[src/pkg/msd_pkg.sv]
package msd_pkg;
   localparam int ADDR_W = 20;
   localparam int DATA_W = 16;

   // register offsets inside the control block
   localparam logic [7:0] OFS_UPPER_CTRL = 8'ha0;
   localparam logic [7:0] OFS_LOWER_CTRL = 8'ha2;
   localparam logic [7:0] OFS_MID_BASE   = 8'ha6;
   localparam logic [7:0] OFS_MID_SIZE   = 8'ha8;
   localparam logic [7:0] OFS_CTRL_BASE  = 8'hfe;

   // values after reset
   localparam logic [15:0] RST_UPPER_CTRL = 16'hfffb;
   localparam logic [15:0] RST_CTRL_BASE  = 16'h20ff;
   localparam logic [15:0] RST_OTHER_CTRL = 16'h0000;

   // field positions
   localparam int BLOCK_LSB      = 8;
   localparam int BIT_MEM_SPACE  = 12;
   localparam int BIT_ESC_TRAP   = 13;
   localparam int BIT_SLAVE_MODE = 14;
   localparam int LIMIT_LSB      = 6;
   localparam int RDY_IGNORE_BIT = 2;
   localparam int MID_BASE_LSB   = 9;
   localparam int MID_SIZE_LSB   = 8;
   localparam int MID_SIZE_W     = 7;
   localparam int QUARTER_LSB    = 11;
   localparam int MID_ADDR_LSB   = 13;

   localparam logic [2:0] RDY_DEFAULT  = 3'h0;
   localparam logic [2:0] RDY_INTERNAL = 3'h4;
endpackage

[src/msd_cs_decode.sv]
`timescale 1ns/1ps
module msd_cs_decode
   import msd_pkg::*;
(
   input  wire logic [ADDR_W-1:0] addr_i,
   input  wire logic              mem_i,
   input  wire logic [15:0]       upper_ctrl_i,
   input  wire logic [15:0]       lower_ctrl_i,
   input  wire logic [15:0]       mid_base_i,
   input  wire logic [15:0]       mid_size_i,
   input  wire logic              lower_en_i,
   input  wire logic              mid_en_i,
   output logic                   up_hit_o,
   output logic                   lo_hit_o,
   output logic [3:0]             mid_hit_o
);
   logic [MID_SIZE_W-1:0] size;
   logic [MID_SIZE_W-1:0] span;
   logic [1:0]            quarter;
   logic                  in_mid;

   always_comb begin
      size = mid_size_i[MID_SIZE_LSB +: MID_SIZE_W];
      span = size - 7'h01;
      // upper limit fixed at top, lower bits of limit read as zero
      up_hit_o = mem_i &&
         addr_i[19:4] >= {upper_ctrl_i[15:LIMIT_LSB], 6'h00};
      // bottom fixed at zero, lower bits of limit read as ones
      lo_hit_o = mem_i && lower_en_i &&
         addr_i[19:4] <= {lower_ctrl_i[15:LIMIT_LSB], 6'h3f};
      // an empty size field never hits, so a cleared field is harmless
      in_mid = mem_i && mid_en_i && size != '0 &&
         ((addr_i[19:MID_ADDR_LSB] ^ mid_base_i[15:MID_BASE_LSB])
          & ~span) == '0;
      quarter = 2'h0;
      for (int n = 0; n < MID_SIZE_W; n++) begin
         if (size[n]) begin
            quarter = addr_i[QUARTER_LSB + n +: 2];
         end
      end
      mid_hit_o = in_mid ? 4'h1 << quarter : 4'h0;
   end
endmodule

[src/msd_ready_gen.sv]
`timescale 1ns/1ps
module msd_ready_gen
   import msd_pkg::*;
(
   input  wire logic       clock_i,
   input  wire logic       rst_i,
   input  wire logic       start_i,
   input  wire logic [1:0] waits_i,
   input  wire logic       ignore_i,
   input  wire logic       ext_ready_i,
   output logic            done_o
);
   typedef struct packed {
      logic [1:0] cnt;
      logic       ign;
      logic       busy;
      logic       done;
   } msd_rdy_state_t;

   msd_rdy_state_t s_q;
   msd_rdy_state_t s_d;

   always_comb begin
      s_d = s_q;
      if (start_i) begin
         s_d.cnt  = waits_i;
         s_d.ign  = ignore_i;
         s_d.busy = 1'b1;
         s_d.done = 1'b0;
      end else if (s_q.busy) begin
         if (s_q.cnt != 2'h0) begin
            s_d.cnt = s_q.cnt - 2'h1;
         end else if (s_q.ign || ext_ready_i) begin
            // external ready is only sampled once the internal waits have run out
            s_d.done = 1'b1;
            s_d.busy = 1'b0;
         end
      end
   end

   always_ff @(posedge clock_i or posedge rst_i) begin
      if (rst_i) begin
         s_q <= '0;
      end else begin
         s_q <= s_d;
      end
   end

   assign done_o = s_q.done;
endmodule

[src/msd_select_decode.sv]
`timescale 1ns/1ps
// Notes on behaviour
// - peripheral registers are 16-bit inside a 256-byte control block
// - internal cycles still run on the bus but ignore ready inputs
// - control block base sits on a 256-byte boundary
// - relocation register at offset FEH gives upper 12 base bits
// - relocation bit 12 picks memory space, else I/O space
// - relocation register also holds slave-mode and escape-trap bits
// - relocation register resets to 20FFH, block at FF00H in I/O
// - selects assert for any master's cycle in range, core or DMA
// - six memory selects: one upper, one lower, four mid-range
// - sizes 2K to 128K in powers of two, plus 1K and 256K
// - upper select tops at FFFFFH, upper limit in register A0H
// - upper hits when address bits 19-4 reach limit, low bits zero
// - upper select covers a 1K top block after reset
// - lower select at A2H hits up to limit, low bits as ones
// - lower select stays off until its register is accessed
// - upper, lower and mid base registers carry a three-bit ready mode
// - mid size from bits 8-14 of register A8H
// - exactly one mid size bit set, 8K up to 512K
// - mid block split into four quarters, lowest to first line
// - ready mode top bit ignores external ready, low bits waits
// - upper register resets to FFFBH: 1K, three waits, ready used
// - mid base from register A6H bits 15-9 as address 19-13
// - mid selects off until base and size registers accessed
module msd_select_decode
   import msd_pkg::*;
(
   input  wire logic              clock_i,
   input  wire logic              rst_i,
   input  wire logic              cyc_start_i,
   input  wire logic              cyc_end_i,
   input  wire logic [ADDR_W-1:0] addr_i,
   input  wire logic              mem_space_i,
   input  wire logic              write_i,
   input  wire logic [DATA_W-1:0] wdata_i,
   input  wire logic              async_ready_in_i,
   input  wire logic              sync_ready_in_i,
   output logic [DATA_W-1:0]      rdata_o,
   output logic                   internal_hit_o,
   output logic                   ignore_ready_o,
   output logic [1:0]             wait_states_o,
   output logic                   cycle_ready_o,
   output logic                   upper_area_select_n_o,
   output logic                   lower_area_select_n_o,
   output logic [3:0]             mid_area_selects_n_o,
   output logic                   alternate_slave_mode_o,
   output logic                   escape_opcode_trap_o
);
   typedef struct packed {
      logic [15:0] upper_ctrl;
      logic [15:0] lower_ctrl;
      logic [15:0] mid_base;
      logic [15:0] mid_size;
      logic [15:0] ctrl_base;
      logic        lower_seen;
      logic        base_seen;
      logic        size_seen;
      logic        internal;
      logic        ign;
      logic [1:0]  waits;
      logic [15:0] rdata;
      logic        up_n;
      logic        lo_n;
      logic [3:0]  mid_n;
   } msd_state_t;

   msd_state_t s_q;
   msd_state_t s_d;

   logic       up_hit;
   logic       lo_hit;
   logic [3:0] mid_hit;
   logic       blk_hit;
   logic [2:0] mode;
   logic       ext_ready;

   function automatic logic [15:0] reg_read(input logic [7:0] ofs,
                                            input msd_state_t st);
      logic [15:0] v;
      v = 16'h0000;
      case (ofs)
         OFS_UPPER_CTRL: v = st.upper_ctrl;
         OFS_LOWER_CTRL: v = st.lower_ctrl;
         OFS_MID_BASE:   v = st.mid_base;
         OFS_MID_SIZE:   v = st.mid_size;
         OFS_CTRL_BASE:  v = st.ctrl_base;
         default:        v = 16'h0000;
      endcase
      return v;
   endfunction

   msd_cs_decode u_decode (
      .addr_i       (addr_i),
      .mem_i        (mem_space_i),
      .upper_ctrl_i (s_q.upper_ctrl),
      .lower_ctrl_i (s_q.lower_ctrl),
      .mid_base_i   (s_q.mid_base),
      .mid_size_i   (s_q.mid_size),
      .lower_en_i   (s_q.lower_seen),
      .mid_en_i     (s_q.base_seen && s_q.size_seen),
      .up_hit_o     (up_hit),
      .lo_hit_o     (lo_hit),
      .mid_hit_o    (mid_hit)
   );

   // one address port serves both core and DMA, so both decode alike
   always_comb begin
      // low eight base bits are implied zero by the compare width
      blk_hit = addr_i[19:BLOCK_LSB] == s_q.ctrl_base[11:0]
         && mem_space_i == s_q.ctrl_base[BIT_MEM_SPACE];
      if (blk_hit) begin
         mode = RDY_INTERNAL;
      end else if (up_hit) begin
         mode = s_q.upper_ctrl[2:0];
      end else if (lo_hit) begin
         mode = s_q.lower_ctrl[2:0];
      end else if (mid_hit != 4'h0) begin
         mode = s_q.mid_base[2:0];
      end else begin
         mode = RDY_DEFAULT;
      end
   end

   always_comb begin
      s_d = s_q;
      if (cyc_end_i) begin
         s_d.up_n     = 1'b1;
         s_d.lo_n     = 1'b1;
         s_d.mid_n    = 4'hf;
         s_d.internal = 1'b0;
         s_d.ign      = 1'b0;
         s_d.waits    = 2'h0;
      end
      if (cyc_start_i) begin
         // a new cycle wins over an end in the same clock
         s_d.up_n     = ~up_hit;
         s_d.lo_n     = ~lo_hit;
         s_d.mid_n    = ~mid_hit;
         s_d.internal = blk_hit;
         s_d.ign      = mode[RDY_IGNORE_BIT];
         s_d.waits    = mode[1:0];
         if (blk_hit) begin
            if (!write_i) begin
               s_d.rdata = reg_read(addr_i[7:0], s_q);
            end
            case (addr_i[7:0])
               OFS_UPPER_CTRL: begin
                  if (write_i) begin
                     s_d.upper_ctrl = wdata_i;
                  end
               end
               OFS_LOWER_CTRL: begin
                  s_d.lower_seen = 1'b1;
                  if (write_i) begin
                     s_d.lower_ctrl = wdata_i;
                  end
               end
               OFS_MID_BASE: begin
                  s_d.base_seen = 1'b1;
                  if (write_i) begin
                     s_d.mid_base = wdata_i;
                  end
               end
               OFS_MID_SIZE: begin
                  s_d.size_seen = 1'b1;
                  if (write_i) begin
                     s_d.mid_size = wdata_i;
                  end
               end
               OFS_CTRL_BASE: begin
                  if (write_i) begin
                     s_d.ctrl_base = wdata_i;
                  end
               end
               default: begin
                  s_d.rdata = s_d.rdata;
               end
            endcase
         end
      end
   end

   always_ff @(posedge clock_i or posedge rst_i) begin
      if (rst_i) begin
         s_q            <= '0;
         s_q.upper_ctrl <= RST_UPPER_CTRL;
         s_q.lower_ctrl <= RST_OTHER_CTRL;
         s_q.mid_base   <= RST_OTHER_CTRL;
         s_q.mid_size   <= RST_OTHER_CTRL;
         s_q.ctrl_base  <= RST_CTRL_BASE;
         s_q.up_n       <= 1'b1;
         s_q.lo_n       <= 1'b1;
         s_q.mid_n      <= 4'hf;
      end else begin
         s_q <= s_d;
      end
   end

   // external ready is level-synchronous here; either input releases
   assign ext_ready = async_ready_in_i || sync_ready_in_i;

   msd_ready_gen u_ready (
      .clock_i     (clock_i),
      .rst_i       (rst_i),
      .start_i     (cyc_start_i),
      .waits_i     (mode[1:0]),
      .ignore_i    (mode[RDY_IGNORE_BIT]),
      .ext_ready_i (ext_ready),
      .done_o      (cycle_ready_o)
   );

   assign rdata_o                = s_q.rdata;
   assign internal_hit_o         = s_q.internal;
   assign ignore_ready_o         = s_q.ign;
   assign wait_states_o          = s_q.waits;
   assign upper_area_select_n_o  = s_q.up_n;
   assign lower_area_select_n_o  = s_q.lo_n;
   assign mid_area_selects_n_o   = s_q.mid_n;
   assign alternate_slave_mode_o = s_q.ctrl_base[BIT_SLAVE_MODE];
   assign escape_opcode_trap_o   = s_q.ctrl_base[BIT_ESC_TRAP];
endmodule

[config.mk]
export PLATFORM = sky130hd
export DESIGN_NAME = msd_select_decode
export DESIGN_NICKNAME = d
export VERILOG_FILES = /design/src/pkg/msd_pkg.sv /design/src/msd_cs_decode.sv /design/src/msd_ready_gen.sv /design/src/msd_select_decode.sv
export SDC_FILE = /design/constraint.sdc
export NUM_CORES = 1
export LEC_CHECK = 0
export ABC_CLOCK_PERIOD_IN_PS = 9150
export BUFFER_PORTS_ARGS = -buffer_cell sky130_fd_sc_hd__buf_4
export CORE_MARGIN = 8
export CORE_UTILIZATION = 63
export CTS_CLUSTER_DIAMETER = 100
export DETAILED_ROUTE_END_ITERATION = 10
export PLACE_DENSITY = 0.85
export REMOVE_ABC_BUFFERS = 1
export SYNTH_ARGS = -nofsm -noshare
export SYNTH_HDL_FRONTEND = slang
export SYNTH_SLANG_ARGS = --single-unit
[constraint.sdc]
create_clock -name clock_i -period 9.15 [get_ports clock_i]
set_clock_uncertainty 0.05 [all_clocks]
set_input_delay 1.83 -clock clock_i [delete_from_list [all_inputs] [get_ports clock_i]]
set_output_delay 1.83 -clock clock_i [all_outputs]
set_load 0.1 [all_outputs]
### Yosys cells after proc, flatten, opt, wreduce, memory -nomap -nowiden

Index checks and enable logic that the tools add are counted.

* register bits after elaboration: 114
* input bits: 44
* word-level logic and storage cells: 93

* add/sub/neg operators: 2
* magnitude comparators: 2
* eq/ne operators: 8
* shift operators: 1
* multiplexer cells: 25
* bitwise operators: 7
* reduce and logical (&&, ||, !) cells: 29

Operators with widths (count)
* 16-bit case mux with 5 select lines: 1
* 8-bit equality test (second input constant): 5
* 16-bit two-way mux: 2
* 2-bit two-way mux: 14
* 26-bit two-way mux: 1
* 4-bit AND reduction: 5
* 16-bit greater-or-equal comparator: 1
* 16-bit <= comparator: 1
* 3-bit AND reduction: 5
* 12-bit equality test: 1
* 3-bit two-way mux: 4
* 2-bit nonzero test: 5
* 1-bit logical AND: 8
* 4-bit two-way mux: 2
* 7-bit AND: 1
* 7-bit zero test: 1
* 7-bit inverter: 1
* 7-bit nonzero test: 1
* 7-bit by 1-bit subtractor with 7-bit output (second input constant): 1
* 7-bit XOR: 1
* 6-bit two-way mux: 1
* 4-bit inverter: 1
* 4-bit nonzero test: 1
* 1-bit by 2-bit left shift with 4-bit output (first input constant): 1
* other kinds (6): 9

### Depth between registers and ports, before layout

* depth in word-level cells: 15
* gate-level depth with buffers: 9
* gate-level depth less buffers: 9

### Modules after synthesis

A second synthesis with hierarchy kept.

* cell total of the unflattened synthesis: 530
* area total of the unflattened synthesis: 6343.6 µm²

Modules (own cells, without submodules)
* msd_select_decode: instances 1, cells an instance 375, area an instance 5157.4 µm², sequential area each 2765.2 µm²
* msd_cs_decode: instances 1, cells an instance 132, area an instance 917.1 µm², sequential area each 0.0 µm²
* msd_ready_gen: instances 1, cells an instance 23, area an instance 269.0 µm², sequential area each 125.1 µm²

### Worst setup path before layout

OpenSTA, ideal clock, no wires.

* path kind: input to register
* from: input port addr_i[19]
* to: register s_q, in the netlist ignore_ready_o
* library setup time: 120 ps
* arrival: 3595 ps
* data required time: 8980 ps
* path slack: 5385 ps
* stages: 8
* buffers on the path: 0
* path through: ha_1 > nand4_1 > or3_1 > o2111a_1 > or2_2 > a221oi_1 > a21oi_1 > a21o_1

* longest elaborated chain between the ends: 11

RTL lines
* start, declared: line msd_select_decode.sv:33 `input wire logic [ADDR_W-1:0] addr_i,`
* 7-bit XOR: line msd_cs_decode.sv:33 `((addr_i[19:MID_ADDR_LSB] ^ mid_base_i[15:MID_BASE_LSB])`
* 7-bit AND: line msd_cs_decode.sv:34 `& ~span) == '0;`
* 7-bit zero test: line msd_cs_decode.sv:33
* 1-bit logical AND: line msd_cs_decode.sv:32 `in_mid = mem_i && mid_en_i && size != '0 &&`
* 4-bit two-way mux: line msd_cs_decode.sv:41 `mid_hit_o = in_mid ? 4'h1 << quarter : 4'h0;`
* 4-bit nonzero test: line msd_select_decode.sv:118 `end else if (mid_hit != 4'h0) begin`
* 3-bit two-way mux: line msd_select_decode.sv:118
* 3-bit two-way mux: line msd_select_decode.sv:116 `end else if (lo_hit) begin`
* 3-bit two-way mux: line msd_select_decode.sv:114 `end else if (up_hit) begin`
* 3-bit two-way mux (*): line msd_select_decode.sv:112 `if (blk_hit) begin`
* 26-bit two-way mux (*): line msd_select_decode.sv:135 `if (cyc_start_i) begin`
* end, declared: line msd_select_decode.sv:68 `msd_state_t s_q;`

Mark *: on every way between the ends. The rest lies on a longest branch, timed or not.
A chain may end at the register's enable or synchronous reset.

### Worst setup path in the final report

* from: input port addr_i[0]
* to: register s_q[95] (netlist name)

* longest elaborated chain between the ends: 2

RTL lines
* 8-bit equality test: line msd_select_decode.sv:147 `case (addr_i[7:0])`
* 4-bit AND reduction (no line)

Every way passes these cells.

==> results.yml <==
status:
  outcome: "finished clean"
routing:
  drc: 0
  avgRoutedWirePerCell_um: 21.70
  drt_iter0_markers: 426
  drt_pre_antenna_iters: 7
  ant_nets: 0
  route.vias.total: 4522
  viasPerCell: 6.229
  wl_um: 15760
clocking:
  cts-buffers-inserted: 17
  post_cts.repair.setup_buffers: 0
  root_buffer: "sky130_fd_sc_hd__clkbuf_8"
  clk_path_buf_depth: 2
  clock_insertion_delay_worst_skew_ns: 0.53
  postCtsHoldBufs: 0
  post_cts_resize_count: 0
  clock_tree.htree_level_count: 4
  cts.sink_count: 114
  clkTransAtPathRegs_ns: 0.06
  tritoncts: "built"
place:
  place.port_buffers: 72
  gpl.final_weighted_congestion: 0.8996
  detailed_placement_hpwl_um: 10600
  pre_cts_slack_ns: 4.675
  post-place-cells: 694
synth:
  yosys_warnings: 0
  xor_xnor_cell_area_share_of_the_yosys_netlist_pct: 3.523
  synth-edff-count: 0
  synthMuxAreaShare_pct: 20.11
  avgSynthCellArea_um2: 11.73
  synth_ff_type: "sky130_fd_sc_hd__dfrtp_1"
  synth-seq-cells: 114
  synth_top_family_by_area: "multiplexers"
  post_synth_inst_count: 530
  ys_async_rst_share_pct: 100.0
  post_synth_instance_area_mm2: 0.006216
  synthSimpleGateAreaFrac_pct: 7.770
  synth_adder_area_share_pct: 4.630
  synth_sequential_area_ratio_pct: 46.50
  synth-compound-area-share_pct: 11.11
  ys_types: 59
global_route:
  number_of_antenna_violations_at_the_first_check_in_global_routing: 0
  grt_pass1_wl_um: 25110
  grt_pass1_vias: 4759
  global_route.usage.total_pct: 24.84
  gr-total-overflow: 0
  grt_max_degree: 70
worst_setup_path:
  r2r-end: "s_q[71]"
  critical_path_class: "in2reg"
  reg2reg_slack_ns: 6.21
  arrival_ns: 4.37
  data_required_time_of_the_critical_path_ns: 9.51
  critical_path.max_fanout: 16
  r2r-start: "s_q[31]"
  end_kind: "flip-flop"
  startpoint: "addr_i[0]"
  worstSetupEndpoint: "s_q[95]"
  rr_worst_depth: 7
  crit_path_start_kind: "primary input"
floorplanning:
  die_footprint_mm2: 0.01330
  x_dimension_of_the_die_um: 115.3
  std_cell_rows: 36
  fp.dieH_um: 115.3
  coreArea_mm2: 0.009684
  floorplan.initialDensity_pct: 64.19
  io_pins: 73
timing:
  timing_max_transition_violations_final: 0
  fin_worst_hold_slack_ns: 0.4312
  hold_viol: 0
  final_critical_path_setup_slack_ns: 5.145
  setup-tns-final_ns: 0
  maxClockFrequency_mhz: 249.7
  report.final.setup_viol: 0
  grt_setup_unrepaired: "no"
  worst_slew_margin_rel_pct: 9.436
  slew_of_the_pin_with_the_lowest_slew_margin_ns: 1.353
  final_min_period_over_clock_period_pct: 43.77
  final_period_minus_worst_setup_slack_ns: 4.005
finish:
  areaGrowthSynthToFinish_pct: 17.35
  layout_common_cells: "87 x sky130_fd_sc_hd__mux2_2, 84 x sky130_fd_sc_hd__dfrtp_1, 74 x sky130_fd_sc_hd__buf_4"
  finish.net_count: 647
  layout.cells.most_common: "sky130_fd_sc_hd__mux2_2"
  post_layout_nonfiller_instances: 726
  diodes: 0
  drive_gt1_share_pct: 41.48
worst_hold_path:
  min_path_cells: 2
  hold_class: "reg2reg"
pwr:
  leakage_power_uw: 0.003359
  power_per_cell_area_mw_per_mm2: 182.6
  finalPower_uw: 1332
  vdd.ir_drop.worst_v: 0.0001219
run:
  timing.max_cap.violations: 0
[worst min path at each step]
stage	start	endpoint	slack [ns]
after floorplan	s_q[26]	s_q[26]	0.39
after global placement	u_ready.s_q[2]	u_ready.s_q[2]	0.41
after detailed placement	s_q[27]	s_q[27]	0.41
after CTS	s_q[27]	s_q[27]	0.43
after global routing	u_ready.s_q[2]	u_ready.s_q[2]	0.45
final	wait_states_o[1]	wait_states_o[1]	0.43
[metal layers]
metal / track usage [%] / part of all wire (%) / up-vias
li1: - / - / 2023
met1: 31.27 / 42 / 2224
met2: 39.46 / 47 / 231
met3: 6.618 / 8.6 / 44
met4: 10.68 / 2.6 / 0
met5: 0 / 0 / -
[registers in the layout (all words and copies together) (netlist names)]
register	cells
s_q	81
rdata_o	16
mid_area_selects_n_o	4
u_ready.s_q	4
wait_states_o	2
alternate_slave_mode_o	1
escape_opcode_trap_o	1
ignore_ready_o	1
internal_hit_o	1
lower_area_select_n_o	1
u_ready.done_o	1
upper_area_select_n_o	1
[cell families (layout without fill, tap and decap cells)]
family	count (synthesis)	in the layout
XOR/XNOR	25	25
flip-flops	114	114
buffers and inverters	75	138
AO/OA/AOI/OAI	96	96
AND/OR/NAND/NOR	88	88
adder cells (fa/ha/maj)	23	23
multiplexers	109	109
[per-stage QoR]
step           util, %  cell area [um^2]
2_1_floorplan        -              5941
3_3_place_gp     68.82              6665
3_5_place_dp     68.82              6665
4_1_cts          75.32              7295
5_1_grt          75.32              7295
6_report         75.32              7295
[layout make-up]
class,count,area [um^2]
clock buffer,24,480.5
clock inverter,8,148.9
fill,625,2390
inverter,32,122.6
multi-input combinational,341,2930
sequential,114,2890
tap,133,166.4
timing repair buffer,74,555.5
[where the power goes]
group / switching, uW / internal (uW) / leakage [uW]
Combinational: 75.5 / 41.6 / 0.00158
Clock: 226 / 471 / 0.000302
Sequential: 4.04 / 514 / 0.00148
[synthesized netlist by cell type (2+ instances only)]
cell | n | area (um^2)
sky130_fd_sc_hd__a22oi_1 | 9 | 67.56
sky130_fd_sc_hd__inv_1 | 32 | 120.1
sky130_fd_sc_hd__or3_1 | 3 | 18.77
sky130_fd_sc_hd__o22a_1 | 2 | 17.52
sky130_fd_sc_hd__nand2_1 | 23 | 86.33
sky130_fd_sc_hd__o21bai_1 | 3 | 22.52
sky130_fd_sc_hd__dfrtp_1 | 84 | 2102
sky130_fd_sc_hd__nand3_1 | 9 | 45.04
sky130_fd_sc_hd__buf_2 | 6 | 30.03
sky130_fd_sc_hd__o21a_1 | 2 | 15.01
sky130_fd_sc_hd__and4_1 | 2 | 17.52
sky130_fd_sc_hd__clkbuf_1 | 12 | 45.04
sky130_fd_sc_hd__nand2b_1 | 2 | 12.51
sky130_fd_sc_hd__or4_1 | 2 | 15.01
sky130_fd_sc_hd__buf_4 | 22 | 165.2
sky130_fd_sc_hd__a311o_1 | 2 | 20.02
sky130_fd_sc_hd__a21o_1 | 3 | 22.52
sky130_fd_sc_hd__nor4_1 | 2 | 12.51
sky130_fd_sc_hd__nand4_1 | 5 | 31.28
sky130_fd_sc_hd__dfstp_2 | 30 | 788.3
sky130_fd_sc_hd__xnor2_1 | 7 | 61.31
sky130_fd_sc_hd__a221oi_1 | 4 | 35.03
sky130_fd_sc_hd__o21ai_0 | 25 | 125.1
sky130_fd_sc_hd__nor2b_1 | 4 | 25.02
sky130_fd_sc_hd__a222oi_1 | 13 | 130.1
sky130_fd_sc_hd__ha_1 | 23 | 287.8
sky130_fd_sc_hd__o32a_1 | 2 | 20.02
sky130_fd_sc_hd__a31oi_1 | 3 | 18.77
sky130_fd_sc_hd__a21oi_1 | 15 | 75.07
sky130_fd_sc_hd__mux2_2 | 87 | 979.7
sky130_fd_sc_hd__o21ai_1 | 2 | 10.01
sky130_fd_sc_hd__o31ai_1 | 3 | 22.52
sky130_fd_sc_hd__nor4_2 | 2 | 25.02
sky130_fd_sc_hd__nor2_2 | 5 | 31.28
sky130_fd_sc_hd__or2_2 | 2 | 12.51
sky130_fd_sc_hd__nor2_1 | 16 | 60.06
sky130_fd_sc_hd__mux2_4 | 10 | 150.1
sky130_fd_sc_hd__mux2i_1 | 12 | 120.1
sky130_fd_sc_hd__nor3_1 | 3 | 15.01
sky130_fd_sc_hd__xor2_1 | 18 | 157.7
[critical path, stage by stage]
cell	delay, ns
sky130_fd_sc_hd__buf_4	0.12
sky130_fd_sc_hd__nor4_2	0.41
sky130_fd_sc_hd__nand2_1	0.23
sky130_fd_sc_hd__or2_1	0.48
sky130_fd_sc_hd__or3_1	0.84
sky130_fd_sc_hd__mux2_4	0.44
No activity file was read; power rests on OpenSTA's default activity.
